<file path="src/logic/power_path_pkg.sv">
`default_nettype none
package power_path_pkg;
   // Register byte offsets
   localparam logic [7:0]  REG_CTRL_OFS     = 8'h00;
   localparam logic [7:0]  REG_VLIM_OFS     = 8'h04;
   localparam logic [7:0]  REG_ILIM_OFS     = 8'h08;
   localparam logic [7:0]  REG_STATUS_OFS   = 8'h0C;
   localparam logic [7:0]  REG_VLIM_EFF_OFS = 8'h10;
   localparam logic [7:0]  REG_ILIM_EFF_OFS = 8'h14;
   // Control register fields
   localparam int unsigned CTRL_HIZ_BIT  = 0;
   localparam int unsigned CTRL_LLD_BIT  = 1;
   localparam int unsigned CTRL_CHG_BIT  = 2;
   localparam int unsigned CTRL_BST_BIT  = 3;
   localparam int unsigned CTRL_BSD_BIT  = 4;
   localparam int unsigned CTRL_TRK_LSB  = 5;
   localparam int unsigned CTRL_BSTV_LSB = 7;
   localparam logic [31:0] CTRL_MASK     = 32'h0000_01FF;
   localparam logic [31:0] CTRL_RESET    = 32'h0000_0104;
   // Status register fields
   localparam int unsigned ST_VBUS_LSB   = 0;
   localparam int unsigned ST_MINSYS_BIT = 3;
   localparam int unsigned ST_VLIM_BIT   = 4;
   localparam int unsigned ST_ILIM_BIT   = 5;
   localparam int unsigned ST_SUPP_BIT   = 6;
   localparam int unsigned ST_CLAMP_BIT  = 7;
   localparam int unsigned ST_MODE_LSB   = 8;
   localparam int unsigned ST_BATSW_BIT  = 11;
   // Values in mV and mA, then the input status codes
   localparam logic [15:0] VLIM_RESET_MV  = 16'h1194;
   localparam logic [15:0] VLIM_MIN_MV    = 16'h0F3C;
   localparam logic [15:0] VLIM_MAX_MV    = 16'h1518;
   localparam logic [15:0] ILIM_RESET_MA  = 16'h01F4;
   localparam logic [15:0] SOFT_ILIM_MA   = 16'h00C8;
   localparam logic [15:0] SYS_MIN_OFS_MV = 16'h00B4;
   localparam logic [15:0] SYS_BAT_OFS_MV = 16'h0032;
   localparam logic [15:0] SUPP_VDS_MV    = 16'h001E;
   localparam logic [15:0] BOOST_IMAX_MA  = 16'h03E8;
   localparam logic [15:0] BOOST_4600_MV  = 16'h11F8;
   localparam logic [15:0] BOOST_4750_MV  = 16'h128E;
   localparam logic [15:0] BOOST_5000_MV  = 16'h1388;
   localparam logic [15:0] BOOST_5150_MV  = 16'h141E;
   localparam logic [15:0] TRK_OFS1_MV    = 16'h00C8;
   localparam logic [15:0] TRK_OFS2_MV    = 16'h00FA;
   localparam logic [15:0] TRK_OFS3_MV    = 16'h012C;
   localparam logic [2:0]  VBUS_NONE      = 3'h0;
   localparam logic [2:0]  VBUS_BOOST     = 3'h7;

   typedef enum logic [2:0] {
      MODE_IDLE,
      MODE_HIZ,
      MODE_BUCK_START,
      MODE_BUCK,
      MODE_BOOST
   } mode_e;

   // Comparator results and measured values from the analog side
   typedef struct packed {
      logic        adapter_present;
      logic        sys_below_short;
      logic        sys_above_short_release;
      logic        sys_below_min;
      logic        sys_below_bat;
      logic        bat_above_boost_min;
      logic        vbus_below_bat_sleep;
      logic        ts_in_boost_window;
      logic        bat_depleted;
      logic        input_current_over;
      logic        input_voltage_under;
      logic        charge_current_zero;
      logic        new_charge_ok;
      logic        charge_terminated;
      logic        current_limit_established;
      logic [2:0]  source_type;
      logic [15:0] bat_mv;
   } sense_s;

   // Controls toward the power stage
   typedef struct packed {
      logic        buck_switches_en;
      logic        input_blocking_switch_on;
      logic        internal_regulator_on;
      logic        bias_on;
      logic        battery_switch_on;
      logic        battery_switch_linear;
      logic        boost_en;
      logic        light_load_en;
      logic        charge_reduce;
      logic        supplement;
      logic        sys_ref_battery;
      logic [15:0] input_voltage_limit_mv;
      logic [15:0] input_current_limit_ma;
      logic [15:0] boost_target_mv;
      logic [15:0] boost_current_max_ma;
      logic [15:0] sys_offset_mv;
      logic [15:0] vds_min_mv;
   } power_ctrl_s;
endpackage : power_path_pkg
`default_nettype wire

</file>
<file path="src/logic/power_path_mode_control.sv">
// The placing of the registers and register access over Avalon-MM were left to the implementer.
`timescale 1ns/1ps
`default_nettype none
// Function
// (RULE1) Fixed input voltage limit, default 4.5 V, programmable 3.9 V to 5.4 V.
// (RULE2) Tracking on: limit is larger of programmed and battery plus offset.
// (RULE3) Buck switches start once current limit set; battery switch follows charge enable.
// (RULE4) Rail below short threshold clamps current limit to min of 200 mA.
// (RULE5) Light-load pulse mode on by default in buck and boost; disable bit stops it.
// (RULE6) High-impedance bit with adapter turns off blocking switch, regulator, bias.
// (RULE7) Boost target two-bit select, default 5 V, current up to 1 A.
// (RULE8) Host picks boost target at least 350 mV above battery.
// (RULE9) Boost only with switch-disable 0, charge 0, boost 1 and analog conditions; the code also boosts with charge 1 when boost is 1.
// (RULE10) Input status field reads 111 during boost.
// (RULE11) Input blocking switch stays off throughout boost.
// (RULE12) Both enables set: adapter arrival with charge conditions selects charging.
// (RULE13) Both enables set: adapter removal with boost conditions enters boost.
// (RULE14) Below minimum system, linear switch at +180 mV; else +50 mV over battery.
// (RULE15) Minimum-system status bit set while in minimum system regulation.
// (RULE16) Input overload reduces charge current until both limits hold.
// (RULE17) Voltage- or current-limit status bit set per active limit.
// (RULE18) System below battery at zero charge enters supplement, 30 mV least drop.
// (RULE19) Battery below depletion turns switch off and leaves supplement.
// (RULE20) High-impedance bit turns internal regulator off; battery feeds system.
// (RULE21) Inputs sampled and mode plus status recomputed every clock.
module power_path_mode_control
   import power_path_pkg::*;
#(
   parameter int unsigned ADDR_W = 8
) (
   input  wire logic                       core_clk_i,
   input  wire logic                       rst_n_i,
   input  wire logic [ADDR_W-1:0]          address_i,
   input  wire logic                       read_i,
   input  wire logic                       write_i,
   input  wire logic [31:0]                writedata_i,
   input  wire logic [3:0]                 byteenable_i,
   output logic      [31:0]                readdata_o,
   output logic                            waitrequest_o,
   input  wire power_path_pkg::sense_s      sense_i,
   output power_path_pkg::power_ctrl_s      power_o,
   output logic      [2:0]                 mode_o
);
   import power_path_pkg::*;

   // Offsets are declared eight bits wide, so any bus narrower than eight bits is rejected
   if (ADDR_W < 8) begin : g_addr_check
      $error("ADDR_W must be at least 8");
   end

   function automatic logic [15:0] max16(input logic [15:0] a, input logic [15:0] b);
      max16 = (a > b) ? a : b;
   endfunction : max16

   function automatic logic [15:0] min16(input logic [15:0] a, input logic [15:0] b);
      min16 = (a < b) ? a : b;
   endfunction : min16

   function automatic logic [31:0] be_merge(input logic [31:0] old_v,
                                            input logic [31:0] new_v,
                                            input logic [3:0]  be);
      logic [31:0] r;
      r = old_v;
      for (int i = 0; i < 4; i++) begin
         if (be[i]) begin
            r[i*8 +: 8] = new_v[i*8 +: 8];
         end
      end
      be_merge = r;
   endfunction : be_merge

   logic [31:0] ctrl_q;
   logic [15:0] vlim_q;
   logic [15:0] ilim_q;
   logic [31:0] status_q;
   logic [31:0] status_d;
   logic        clamp_q;
   logic        supp_q;
   logic        supp_d;
   logic        waitreq_q;
   logic [31:0] rdata_q;
   mode_e       mode_q;
   mode_e       mode_d;
   power_ctrl_s pwr_q;
   power_ctrl_s pwr_d;

   // Control bit decode
   wire       hiz_en   = ctrl_q[CTRL_HIZ_BIT];
   wire       lld      = ctrl_q[CTRL_LLD_BIT];
   wire       chg_en   = ctrl_q[CTRL_CHG_BIT];
   wire       bst_en   = ctrl_q[CTRL_BST_BIT];
   wire       bsd      = ctrl_q[CTRL_BSD_BIT];
   wire [1:0] trk_sel  = ctrl_q[CTRL_TRK_LSB +: 2];
   wire [1:0] bstv_sel = ctrl_q[CTRL_BSTV_LSB +: 2];

   // Bus decode; a transfer is accepted on the cycle waitrequest is low
   wire        req      = read_i | write_i;
   wire        accept   = req & ~waitreq_q;
   wire        sel_ctrl = address_i == ADDR_W'(REG_CTRL_OFS);
   wire        sel_vlim = address_i == ADDR_W'(REG_VLIM_OFS);
   wire        sel_ilim = address_i == ADDR_W'(REG_ILIM_OFS);
   wire        sel_stat = address_i == ADDR_W'(REG_STATUS_OFS);
   wire        sel_veff = address_i == ADDR_W'(REG_VLIM_EFF_OFS);
   wire        sel_ieff = address_i == ADDR_W'(REG_ILIM_EFF_OFS);
   wire        wr_acc   = write_i & accept;
   wire [31:0] ctrl_new = be_merge(ctrl_q, writedata_i, byteenable_i) & CTRL_MASK;
   wire [31:0] vlim_raw = be_merge({16'h0000, vlim_q}, writedata_i, byteenable_i);
   wire [31:0] ilim_raw = be_merge({16'h0000, ilim_q}, writedata_i, byteenable_i);
   // Out-of-range voltage limits are pinned to the nearest legal value
   wire [15:0] vlim_new = (vlim_raw[15:0] < VLIM_MIN_MV) ? VLIM_MIN_MV :
                          (vlim_raw[15:0] > VLIM_MAX_MV) ? VLIM_MAX_MV : vlim_raw[15:0];
   wire [31:0] rd_mux   = sel_ctrl ? ctrl_q :
                          sel_vlim ? {16'h0000, vlim_q} :
                          sel_ilim ? {16'h0000, ilim_q} :
                          sel_stat ? status_q :
                          sel_veff ? {16'h0000, pwr_q.input_voltage_limit_mv} :
                          sel_ieff ? {16'h0000, pwr_q.input_current_limit_ma} : 32'h0000_0000;

   // Effective limits
   wire [15:0] trk_ofs = (trk_sel == 2'h1) ? TRK_OFS1_MV :
                         (trk_sel == 2'h2) ? TRK_OFS2_MV : TRK_OFS3_MV;
   wire [16:0] trk_sum = {1'b0, sense_i.bat_mv} + {1'b0, trk_ofs};
   wire [15:0] trk_mv  = trk_sum[16] ? 16'hFFFF : trk_sum[15:0];
   // (RULE1) fixed limit
   // (RULE2) battery tracking
   wire [15:0] vlim_eff = (trk_sel == 2'h0) ? vlim_q : max16(vlim_q, trk_mv);
   // (RULE4) soft-start clamp
   wire [15:0] ilim_eff = clamp_q ? min16(SOFT_ILIM_MA, ilim_q) : ilim_q;
   // (RULE7) boost target
   wire [15:0] bst_mv   = (bstv_sel == 2'h0) ? BOOST_4600_MV :
                          (bstv_sel == 2'h1) ? BOOST_4750_MV :
                          (bstv_sel == 2'h2) ? BOOST_5000_MV : BOOST_5150_MV;

   // (RULE9) boost qualification; the automatic pair also permits charge enable
   wire auto_mode  = bst_en & chg_en;
   wire boost_ok   = ~bsd & bst_en & (~chg_en | auto_mode)
                     & sense_i.bat_above_boost_min & sense_i.ts_in_boost_window;
   wire boost_strt = boost_ok & ~sense_i.adapter_present & sense_i.vbus_below_bat_sleep;

   wire in_buck    = mode_q == MODE_BUCK;
   wire in_start   = mode_q == MODE_BUCK_START;
   wire in_boost   = mode_q == MODE_BOOST;
   wire in_hiz     = mode_q == MODE_HIZ;
   wire chg_active = chg_en & ~bsd & ~sense_i.charge_terminated;
   wire linear     = in_buck & sense_i.sys_below_min;

   // (RULE21) next mode from this cycle's inputs
   always_comb begin
      mode_d = mode_q;
      unique case (mode_q)
         MODE_IDLE: begin
            // (RULE6) high impedance entry
            if (sense_i.adapter_present && hiz_en) begin
               mode_d = MODE_HIZ;
            end else if (sense_i.adapter_present) begin
               mode_d = MODE_BUCK_START;
            end else if (boost_strt) begin
               mode_d = MODE_BOOST;
            end
         end
         MODE_HIZ: begin
            if (!sense_i.adapter_present) begin
               mode_d = MODE_IDLE;
            end else if (!hiz_en) begin
               mode_d = MODE_BUCK_START;
            end
         end
         MODE_BUCK_START, MODE_BUCK: begin
            // (RULE13) removal goes straight to boost
            if (!sense_i.adapter_present && auto_mode && boost_strt) begin
               mode_d = MODE_BOOST;
            end else if (!sense_i.adapter_present) begin
               mode_d = MODE_IDLE;
            end else if (hiz_en) begin
               mode_d = MODE_HIZ;
            end else if (in_start && sense_i.current_limit_established) begin
               // (RULE3) converter starts after limit
               mode_d = MODE_BUCK;
            end
         end
         MODE_BOOST: begin
            // (RULE12) adapter returns to charging
            if (sense_i.adapter_present && auto_mode && sense_i.new_charge_ok) begin
               mode_d = MODE_BUCK_START;
            end else if (!boost_ok) begin
               mode_d = MODE_IDLE;
            end
         end
         default: mode_d = MODE_IDLE;
      endcase
   end

   // (RULE18) supplement entry
   // (RULE19) depletion exit wins
   assign supp_d = sense_i.bat_depleted ? 1'b0 :
                   (in_buck & sense_i.charge_current_zero & sense_i.sys_below_bat) ? 1'b1 :
                   (supp_q & in_buck);

   always_comb begin
      pwr_d = '0;
      // (RULE3) buck switches
      pwr_d.buck_switches_en         = in_buck;
      // (RULE11) blocking switch off in boost
      pwr_d.input_blocking_switch_on = in_start | in_buck;
      // (RULE20) regulator off in high impedance
      pwr_d.internal_regulator_on    = in_start | in_buck | in_boost;
      pwr_d.bias_on                  = in_start | in_buck | in_boost;
      // (RULE3) battery switch per charge enable
      // (RULE19) depletion forces the switch off
      pwr_d.battery_switch_on        = (bsd | sense_i.bat_depleted) ? 1'b0 :
                                       in_buck ? (chg_active | supp_d | linear) : 1'b1;
      // (RULE14) linear operation
      pwr_d.battery_switch_linear    = linear & ~bsd;
      pwr_d.boost_en                 = in_boost;
      // (RULE5) light-load operation
      pwr_d.light_load_en            = ~lld & (in_buck | in_boost);
      // (RULE16) charge current reduction
      pwr_d.charge_reduce            = in_buck &
                                       (sense_i.input_current_over | sense_i.input_voltage_under);
      pwr_d.supplement               = supp_d;
      // (RULE14) regulation reference
      pwr_d.sys_ref_battery          = in_buck & ~chg_active & ~sense_i.sys_below_min;
      pwr_d.sys_offset_mv            = (in_buck & ~chg_active & ~sense_i.sys_below_min)
                                       ? SYS_BAT_OFS_MV : SYS_MIN_OFS_MV;
      pwr_d.vds_min_mv               = supp_d ? SUPP_VDS_MV : 16'h0000;
      pwr_d.input_voltage_limit_mv   = vlim_eff;
      pwr_d.input_current_limit_ma   = ilim_eff;
      pwr_d.boost_target_mv          = bst_mv;
      pwr_d.boost_current_max_ma     = BOOST_IMAX_MA;
   end

   always_comb begin
      status_d = 32'h0000_0000;
      // (RULE10) boost status code
      status_d[ST_VBUS_LSB +: 3] = in_boost ? VBUS_BOOST :
                                   sense_i.adapter_present ? sense_i.source_type : VBUS_NONE;
      // (RULE15) minimum system flag
      status_d[ST_MINSYS_BIT]    = linear;
      // (RULE17) limit status flags
      status_d[ST_VLIM_BIT]      = in_buck & sense_i.input_voltage_under;
      status_d[ST_ILIM_BIT]      = in_buck & sense_i.input_current_over;
      status_d[ST_SUPP_BIT]      = supp_d;
      status_d[ST_CLAMP_BIT]     = clamp_q;
      status_d[ST_MODE_LSB +: 3] = mode_q;
      status_d[ST_BATSW_BIT]     = pwr_d.battery_switch_on;
   end

   always_ff @(posedge core_clk_i) begin
      if (!rst_n_i) begin
         waitreq_q <= 1'b1;
         rdata_q   <= 32'h0000_0000;
      end else begin
         // One wait cycle, then a single low cycle that completes the transfer
         waitreq_q <= ~(req & waitreq_q);
         rdata_q   <= (read_i & waitreq_q) ? rd_mux : rdata_q;
      end
   end

   always_ff @(posedge core_clk_i) begin
      if (!rst_n_i) begin
         ctrl_q <= CTRL_RESET;
         vlim_q <= VLIM_RESET_MV;
         ilim_q <= ILIM_RESET_MA;
      end else if (wr_acc) begin
         ctrl_q <= sel_ctrl ? ctrl_new : ctrl_q;
         vlim_q <= sel_vlim ? vlim_new : vlim_q;
         ilim_q <= sel_ilim ? ilim_raw[15:0] : ilim_q;
      end
   end

   always_ff @(posedge core_clk_i) begin
      if (!rst_n_i) begin
         mode_q   <= MODE_IDLE;
         clamp_q  <= 1'b1;
         supp_q   <= 1'b0;
         pwr_q    <= '0;
         status_q <= 32'h0000_0000;
      end else begin
         mode_q   <= mode_d;
         // (RULE4) hysteresis between the two thresholds
         clamp_q  <= sense_i.sys_below_short | (clamp_q & ~sense_i.sys_above_short_release);
         supp_q   <= supp_d;
         pwr_q    <= pwr_d;
         status_q <= status_d;
      end
   end

   assign readdata_o    = rdata_q;
   assign waitrequest_o = waitreq_q;
   assign power_o       = pwr_q;
   assign mode_o        = status_q[ST_MODE_LSB +: 3];
endmodule : power_path_mode_control
`default_nettype wire

</file>
<file path="config.mk">
export PLATFORM = sky130hd
export DESIGN_NAME = power_path_mode_control
export DESIGN_NICKNAME = d
export VERILOG_FILES = /design/src/logic/power_path_pkg.sv /design/src/logic/power_path_mode_control.sv
export SDC_FILE = /design/constraint.sdc
export NUM_CORES = 1
export LEC_CHECK = 0
export BUFFER_PORTS_ARGS = -buffer_cell sky130_fd_sc_hd__buf_4
export CAP_MARGIN = 30
export CORE_UTILIZATION = 31
export CTS_CLUSTER_SIZE = 28
export DETAILED_ROUTE_END_ITERATION = 10
export GPL_ROUTABILITY_DRIVEN = 0
export HOLD_SLACK_MARGIN = 0.15
export MAX_ROUTING_LAYER = met4
export PLACE_DENSITY = 0.54
export SYNTH_ARGS = -nofsm -noshare
export SYNTH_HDL_FRONTEND = slang
export SYNTH_SLANG_ARGS = --single-unit
</file>
<file path="constraint.sdc">
create_clock -name core_clk_i -period 8.4 [get_ports core_clk_i]
set_input_delay 2.52 -clock core_clk_i [delete_from_list [all_inputs] [get_ports core_clk_i]]
set_output_delay 2.52 -clock core_clk_i [all_outputs]
set_load 0.1 [all_outputs]
</file>
==> results.cfg, run 1 <==
[status]
outcome = complete, no violations

[setup_path]
startpoint_type = input port
worst_ep_required_time_ps = 8720
cp-end-kind = flop
slowest_stage = a31oi_2
crit_arrival_ps = 6440
cp_max_fo = 16
crit_path_frequent_cell = ha_1
cp_cell_sequence = buf_4, ha_1, inv_1, fa_1, nand2b_4, a311oi_2, a211oi_2, o311ai_1, xnor2_1, nor2_1, ha_1, and4_1, nand4_1, a311o_1, a31oi_2, nor3_1, a211oi_1
rr_worst_depth = 16
cpPeakStageDelay_ps = 670
path_class = input port to flop

[pwr]
power_frac_comb = 0.208
p_sw_uw = 574
p_leak_uw = 0.00385
power_frac_clock = 0.446
seq_power_share = 0.346
peakVddDrop_v = 0.000158
power-per-cell-area_nw_per_um2 = 209
swShare = 0.322
power.internal_uw = 1210

[synth]
ys_async_sr_fraction = 0
synth_edf_count = 0
seq_area_frac_synth = 0.358
yosysUniqueCellTypes = 77
synth_top_flop_cell = dfxtp_1
yosys_register_bits = 124
yosysWarningCount = 0
syn_area_um2 = 6930
synth_cells = 815
syn_area_per_cell_um2 = 8.51

[cts]
cts_resized = 0
clockRootBuffer = clkbuf_16
path_clk_slew_ps = 60
cts.sinks = 124
cts_setup_buffers = 0
cts-buffers-inserted = 17
clk_latency_ps = 420
htree_levels = 4
cts_hold_buf = 0
cts_tree = done
clockBufferDepth = 2

[cells_and_area]
seq_area_um2 = 2480
n_fill_cell = 2313
multi_input_area_um2 = 3770
final_layout_size_suffix_gt1_frac = 0.227
finalNetCount = 1038
n_antenna_cell = 0
area_delta_synth_final_pct = 22.8

[timing]
rsz0062_at_grt = false
whs_ps = 458
slew_headroom = 0.346
min_period_over_period = 0.728
worst_pin_slew_ps = 982
skew_ps = 6.13
min_period_ps = 6110
finalMaxSlewViolations = 0
max_clock_freq_mhz = 164
setup_ws_ps = 2290
finalSetupTns_ps = 0
hold_viol_final = 0
finalSetupViolCount = 0

[placement]
dp_slack_ps = 1830
dp_hpwl_um = 15500
io_buffers = 152

[route]
drt_iter0_drc = 483
route.detailed.drc = 0
vias_per_cell = 4.94
drt_first_pass_iters = 5
vias = 6007
ant_nets = 0
wire_per_inst_um = 16.7
routed_wirelength_um = 20300

[grt]
grt_usage = 0.184
grt_pass1_vias = 5365
overflow = 0
grt_max_degree = 46
antenna_found_initial = 0
grt_pass1_wl_um = 30500

[floorplanning]
die_h_um = 152
rows = 54
start_util = 0.317
num_io_pins = 225
die_x_um = 152
core_um2 = 21900
fp.dieArea_um2 = 23000

[hold_path]
hold_depth = 1
hold_class = flop to flop

[run]
drv_cap = 0
## state kept, by name, summed over array words and instances (netlist names), 3 cells and up
name / cells
ctrl_q: 9
ilim_q: 16
mode_q: 3
power_o: 50
readdata_o: 16
status_q: 12
vlim_q: 16
## cells by family (layout without fill, tap and decap cells)
group	count (synthesis)	count (layout)	synth area share
xor+xnor	10	10	0.0126
buf+inv	147	216	0.127
flops	124	124	0.358
mux	27	27	0.0395
compound gates	179	179	0.186
other cells	1	54	0.000541
fa+ha+maj	32	32	0.0588
simple gates	295	295	0.218
## routing by layer
metal	global-route usage	vias to the layer above	part of all wire
li1	-	3000	-
met2	0.270	248	0.44
met1	0.248	2733	0.47
met3	0.0440	26	0.072
met4	0.0554	0	0.017
met5	-	-	0
## critical path: cells and delay by family
family	cells	cell delay, ps
AOI/OAI and AO/OA	6	1980
xor gates and xnor gates	1	240
adders and majority gates	3	890
buffers and inverters	2	140
and+or+nand+nor	5	670
## power groups by stage
stage	combinational (uW)	clock, uW	sequential, uW
6_report	371	793	615
5_1_grt	390	838	616
4_1_cts	372	806	615
3_5_place_dp	371	0	627
3_3_place_gp	370	0	627
2_1_floorplan	242	0	706
## cells in the final DEF, fill, tap and decap left out, drive strengths merged, types with 7 or more instances in the layout
cell	synthesis	layout
o211ai	8	8
a211oi	23	23
a31oi	8	8
o21ai	21	21
conb	1	54
buf	94	154
o22ai	8	8
nor4	12	12
clkbuf	23	21
o211a	7	7
nor3	23	23
inv	30	30
nand2b	10	10
dfxtp	124	124
nor2b	10	10
nand3	21	21
ha	31	31
a21oi	40	40
nor2	67	67
mux2i	24	24
and2	24	24
a22oi	15	15
nand2	82	82
xnor2	7	7
and3	12	12
## path summary, 6_finish.rpt
path                  from            end  slack [ps]
max             sense_i[1]    power_o[93]        2290
min          waitrequest_o  waitrequest_o         460
max reg2reg      ctrl_q[5]    power_o[93]        3420
min reg2reg  waitrequest_o  waitrequest_o         460
## stage by stage
stage | area (um^2) | total power [uW] | std cells | util
after CTS | 8520 | 1790 | 1217 | 0.389
after global placement | 7870 | 998 | 1185 | 0.360
after floorplan | 7130 | 948 | 868 | -
final | 8520 | 1780 | 1217 | 0.389
after global routing | 8520 | 1840 | 1217 | 0.389
after detailed placement | 7870 | 998 | 1185 | 0.360
## synth_stat cells (4+ instances only)
cell type	n	area, um^2
nor3_1	20	100
o22ai_1	8	50.1
nor3b_1	5	37.5
nand2b_1	8	50.1
mux2i_1	24	240
o31ai_1	6	45.0
nand3b_1	4	30.0
clkbuf_1	22	82.6
a221oi_1	4	35.0
and3_1	10	62.6
a211oi_1	22	165
nand3_1	20	100
a21o_1	4	30.0
o211a_1	7	70.1
nand4_1	6	37.5
buf_2	9	45.0
nor2b_1	10	62.6
o211ai_1	7	52.6
a21oi_1	40	200
buf_1	4	15.0
a22oi_1	15	113
buf_4	78	586
o21ai_0	20	100
or2_2	4	25.0
nand2_1	82	308
nor4_1	12	75.1
a31oi_1	6	37.5
dfxtp_1	124	2480
and2_1	24	150
inv_1	29	109
xnor2_1	7	61.3
a22o_1	4	35.0
ha_1	31	388
o221ai_1	4	35.0
nor2_1	67	251
## area by class of cell
cell class	count	area share
clock buffers	21	0.0564
inverters	30	0.0132
clock inverters	11	0.0192
flip-flops and latches	124	0.292
multi-input cells	597	0.443
repair buffers	154	0.136
well taps	280	0.0411
(Power assumes the default switching activity.)
==> run 2: changes to the inputs <==
--- a/config.mk
+++ b/config.mk
@@ -5,6 +5,7 @@
 export SDC_FILE = /design/constraint.sdc
 export NUM_CORES = 1
 export LEC_CHECK = 0
+export ABC_AREA = 1
 export BUFFER_PORTS_ARGS = -buffer_cell sky130_fd_sc_hd__buf_4
 export CAP_MARGIN = 30
 export CORE_UTILIZATION = 31
@@ -13,7 +14,7 @@
 export GPL_ROUTABILITY_DRIVEN = 0
 export HOLD_SLACK_MARGIN = 0.15
 export MAX_ROUTING_LAYER = met4
-export PLACE_DENSITY = 0.54
+export PLACE_DENSITY = 0.56
 export SYNTH_ARGS = -nofsm -noshare
 export SYNTH_HDL_FRONTEND = slang
 export SYNTH_SLANG_ARGS = --single-unit
==> constraint.sdc (replaced) <==
create_clock -name core_clk_i -period 5.3 [get_ports core_clk_i]
set_input_delay 1.59 -clock core_clk_i [delete_from_list [all_inputs] [get_ports core_clk_i]]
set_output_delay 1.59 -clock core_clk_i [all_outputs]
set_load 0.1 [all_outputs]
==> run 2 against run 1 <==
Critical path depth increased by 6. Non-clock buffer count increased by 8. Synthesized area increased by 4.5%. Design area increased by 5.1%. Highest routed layer unchanged. Worst setup slack got worse by 1400 ps. Clock-buffer cell count decreased by 2. Sequential power increased by 58%. Via count increased by 16%. Critical endpoint is now power_o[95].
==> results.cfg, run 2 <==
[timing]
finalSetupTns_ps = 0
min_period_over_period = 0.826
max_clock_freq_mhz = 228
setup_ws_ps = 921
min_period_ps = 4380
rsz0062_at_grt = false
hold_viol_final = 0
worst_pin_slew_ps = 682
finalMaxSlewViolations = 0
skew_ps = 11.2
slew_headroom = 0.546
finalSetupViolCount = 0

[setup_path]
path_class = input port to flop
startpoint_type = input port
worst_ep_required_time_ps = 5620
cp-end-kind = flop
crit_arrival_ps = 4700
cp_max_fo = 12
ff2ff_setup_slack_ps = 1300

[synth]
ys_async_sr_fraction = 0
yosys_register_bits = 124
yosysWarningCount = 0
synth_edf_count = 0
syn_area_um2 = 7250
synth.area.top_cells = dfxtp_1 34%, nand2_1 14%, buf_4 8.1%
yosysUniqueCellTypes = 41
seq_area_frac_synth = 0.343
synth_top_flop_cell = dfxtp_1
synth_top_area_cell = dfxtp_1
synth_top_area_frac = 0.343
synth.most_common_cell = nand2_1
synth_cells = 1100
syn_area_per_cell_um2 = 6.59
synthTopCellsByCount = 263 x nand2_1, 155 x inv_1, 124 x dfxtp_1

[cts]
cts_resized = 0
htree_levels = 4
cts-buffers-inserted = 17
path_clk_slew_ps = 60
clockBufferDepth = 2
cts.sinks = 124
clockRootBuffer = clkbuf_16
cts_hold_buf = 0
clk_latency_ps = 430
cts_setup_buffers = 0
cts_tree = done

[cells_and_area]
final_layout_size_suffix_gt1_frac = 0.167
seq_area_um2 = 2480
layout_common_cells = 263 x nand2_1, 162 x buf_4, 155 x inv_1, 124 x dfxtp_1, 120 x nor2_1
n_fill_cell = 2460
design_area_um2 = 8950
largest_reg_flops = 50
area_delta_synth_final_pct = 23.5
multi_input_area_um2 = 3650
final_common_cell = nand2_1
n_antenna_cell = 0
fin_cells = 1551
finalNetCount = 1339

[run]
drv_cap = 0

[placement]
dp_hpwl_um = 16400
placed_cells = 1519
dp_slack_ps = 404
io_buffers = 152
placed_cell_area_um2 = 8340

[floorplanning]
num_io_pins = 225
die_h_um = 155
die_x_um = 155
core_um2 = 22800
start_util = 0.318
fp.dieArea_um2 = 24000
rows = 55

[route]
wire_per_inst_um = 13.6
drt_iter0_drc = 401
drt_first_pass_iters = 8
ant_nets = 0
routed_wirelength_um = 21000
vias_per_cell = 4.48
vias = 6951
route.detailed.drc = 0

[grt]
grt_pass1_vias = 6421
antenna_found_initial = 0
grt_max_degree = 63
overflow = 0
grt_pass1_wl_um = 33700
grt_usage = 0.185

[pwr]
total_power_uw = 2750
power-per-cell-area_nw_per_um2 = 307
p_leak_uw = 0.00460
peakVddDrop_v = 0.000227

[status]
outcome = complete, no violations

[hold_path]
hold_class = flop to flop
==> run 2: cell count changes in the layout (fill, tap and decap cells not counted), moves of 10 or more <==
cell      before  now
o21ai_0       20   52
and2_1        24    0
nand3_1       20   78
nand2_1       82  263
nor4_1        12    2
a21oi_1       40   75
inv_1         29  155
a211oi_1      22    2
mux2i_1       24    0
and3_1        10    0
a22oi_1       15    1
nor2_1        67  120
nand4_1        6   22
nor2b_1       10    0
==> run 2: metal layers <==
layer,GRT usage,share of wire
met1,0.239,0.47
met2,0.288,0.45
met3,0.0368,0.061
met4,0.0636,0.019
met5,-,0
==> run 2: kinds of logic (layout without fill, tap and decap cells) <==
family | after synthesis | after routing | synth area share
compound gates | 152 | 152 | 0.112
fa+ha+maj | 32 | 32 | 0.0563
flops | 124 | 124 | 0.343
xor+xnor | 4 | 4 | 0.00484
buf+inv | 268 | 353 | 0.181
other cells | 1 | 54 | 0.000518
simple gates | 519 | 519 | 0.302
==> run 2: cell type report <==
| cell class | instances | area share |
|---|---|---|
| well taps | 313 | 0.0438 |
| clock buffers | 19 | 0.0495 |
| repair buffers | 162 | 0.136 |
| inverters | 159 | 0.0667 |
| clock inverters | 13 | 0.0187 |
| flip-flops and latches | 124 | 0.277 |
| multi-input cells | 761 | 0.408 |
==> run 2: where the power goes <==
| part | total, uW | internal (uW) | leakage [uW] | switching (uW) |
|---|---|---|---|---|
| Clock | 1200 | 753 | 0.000282 | 442 |
| Combinational | 584 | 113 | 0.00331 | 472 |
| Sequential | 969 | 954 | 0.00101 | 14.4 |
==> run 2: worst max-delay path, stage by stage <==
cell and delay [ps]:
buf_4 80, ha_1 150, inv_1 50, fa_1 420
nand2_1 90, nand2_1 50, nand2_1 100, nand2_1 90
nand2_1 180, nand4_1 100, nand3_1 130, inv_1 50
ha_1 280, nand2_1 90, nor3_1 290, nand2_1 90
nand2_1 60, nand2_1 40, nand2_1 320, buf_4 260
nand2_1 60, nand2_1 50, nor2_1 50
==> run 2: worst paths after layout <==
check	from	endpoint	depth (start not counted)
worst max-delay path	sense_i[1]	power_o[95]	23
worst min-delay path	waitrequest_o	waitrequest_o	1
worst min register to register	waitrequest_o	waitrequest_o	1
worst max register to register	ctrl_q[6]	power_o[93]	22
==> run 2: through the flow <==
stage	hold slack, ps	utilization
finish	466	0.393
floorplan	411	-
global route	496	0.393
global placement	451	0.366
detailed placement	455	0.366
CTS	468	0.393
==> run 3: changes to the inputs <==
==> constraint.sdc (replaced) <==
create_clock -name core_clk_i -period 3.8 [get_ports core_clk_i]
set_input_delay 1.14 -clock core_clk_i [delete_from_list [all_inputs] [get_ports core_clk_i]]
set_output_delay 1.14 -clock core_clk_i [all_outputs]
set_load 0.1 [all_outputs]
==> run 3 against run 2 <==
Design area is 4.2% higher. Cell count up 2.5%. Sequential share of layout area down 1.1 points. Non-clock buffer count rose by 38. Largest cell class unchanged. Clock-buffer cell count is 1 higher. Global-route usage rose by 0.28 points.
==> results.cfg, run 3 (synthesis results as in run 2) <==
[cells_and_area]
multi_input_area_um2 = 3720
layout_common_cells = 258 x nand2_1, 197 x buf_4, 154 x inv_1, 122 x dfxtp_1, 117 x nor2_1
seq_area_um2 = 2480
finalNetCount = 1377
n_antenna_cell = 0
fin_cells = 1589
area_delta_synth_final_pct = 28.6
n_fill_cell = 2501
final_layout_size_suffix_gt1_frac = 0.207
largest_reg_flops = 50
final_common_cell = nand2_1

[setup_path]
cp-end-kind = flop
cp_num_buf_inv = 4
cp_top_family = simple AND/OR/NAND/NOR gates
worst_ep_required_time_ps = 4120
cp_max_fo = 16
startpoint_type = input port
ff2ff_setup_slack_ps = 380
slowest_stage = fa_1
crit_path_frequent_cell = nand2_1
cp_cell_sequence = buf_4, ha_1, inv_1, fa_1, nand2_1, nand2_1, nand2_1, nand2_2, nand2_2, nand3b_1, nand3_1, inv_1, ha_1, nand4_1, nor3_2, nand2_1, nand2_1, nand2_2, nand2_4, clkbuf_16, nand2_1, nand2_1, nor2_1
crit_arrival_ps = 3820
path_class = input port to flop
cpPeakStageDelay_ps = 380

[cts]
cts.sinks = 124
path_clk_slew_ps = 60
cts_tree = done
clockBufferDepth = 2
cts-buffers-inserted = 17
clk_latency_ps = 420
clockRootBuffer = clkbuf_16
htree_levels = 4
cts_hold_buf = 0

[timing]
slew_headroom = 0.511
hold_viol_final = 0
min_period_ps = 3500
finalSetupViolCount = 0
max_clock_freq_mhz = 285
skew_ps = 8.64
min_period_over_period = 0.922
finalSetupTns_ps = 0
worst_pin_slew_ps = 732
finalMaxSlewViolations = 0

[pwr]
seq_power_share = 0.357
p_leak_uw = 0.00482
power.internal_uw = 2510
power-per-cell-area_nw_per_um2 = 406
power_frac_comb = 0.225
p_sw_uw = 1280
swShare = 0.338
power_frac_clock = 0.418
peakVddDrop_v = 0.000311

[floorplanning]
num_io_pins = 225
die_x_um = 155
core_um2 = 22800
die_h_um = 155
start_util = 0.318
rows = 55
fp.dieArea_um2 = 24000

[grt]
met1_usage = 0.238
met3_usage = 0.0387
antenna_found_initial = 0
use_met2 = 0.300
overflow = 0
grt_pass1_wl_um = 34400
grt_max_degree = 56
grt_pass1_vias = 6605
grt.busiest_layer = met2
grt_usage = 0.188

[hold_path]
hold_class = flop to flop

[run]
drv_cap = 0

[status]
outcome = complete, no violations

[route]
vias_per_cell = 4.45
drt_iter0_drc = 381
wire_per_inst_um = 13.6
route.detailed.drc = 0
ant_nets = 0
routed_wirelength_um = 21600
vias = 7064
drt_first_pass_iters = 5

[placement]
placed_cells = 1555
io_buffers = 152
dp_hpwl_um = 16700
-- run 3: power by group through the flow --
stage / Sequential (uW) / Clock, uW / Combinational, uW
after CTS: 1350 / 1610 / 848
after global placement: 1380 / 0 / 844
final: 1350 / 1580 / 851
after detailed placement: 1380 / 0 / 847
after floorplan: 1520 / 0 / 552
after global routing: 1350 / 1670 / 909
-- run 3: final timing paths --
check            startpoint             end  cells past startpoint
max reg2reg       ctrl_q[6]     power_o[92]                     22
min reg2reg  readdata_o[15]  readdata_o[15]                      2
max              sense_i[1]     power_o[92]                     23
min          readdata_o[15]  readdata_o[15]                      2
-- run 3: timing repair --
item | in CTS | in global routing
endpoints found under the setup margin | 0 | 16
resized for setup | 0 | 21
buffers inserted | 0 | 0
-- run 3: cell type report --
class	count	area share
timing repair buffer	200	0.166
clock inverter	12	0.0130
multi-input combinational	761	0.399
tap	313	0.0420
sequential	124	0.267
inverter	159	0.0640
clock buffer	20	0.0490
-- run 3: worst reg2reg max path: stages (launching register included) --
cell and delay (ps):
dfxtp_2 400, inv_1 110, ha_4 330, ha_1 270
a21oi_1 210, nor2_1 70, nor2_1 180, nand2_2 140
nand2_1 80, nand2_1 40, nand3_1 90, inv_1 50
ha_1 300, nand4_1 120, nor3_2 240, nand2_1 90
nand2_1 90, nand2_2 70, nand2_4 110, clkbuf_16 180
nand2_1 60, nand2_1 50, nor2_1 40
-- run 3: per-layer routing --
metal / vias to the layer above / wire (um)
met4: 0 / 401
met5: - / 0
li1: 3683 / -
met2: 222 / 9770
met3: 32 / 1300
met1: 3127 / 10100
-- run 3: per-stage QoR --
stage	area [um^2]	hold WS (ps)	util	total power (uW)	worst slack, ps
after floorplan	7440	411	-	2070	31.9
after detailed placement	8620	461	0.379	2230	-293
final	9320	466	0.409	3790	296
after CTS	9200	470	0.404	3810	38.0
after global routing	9320	497	0.409	3930	-3.54
after global placement	8620	454	0.379	2220	-233
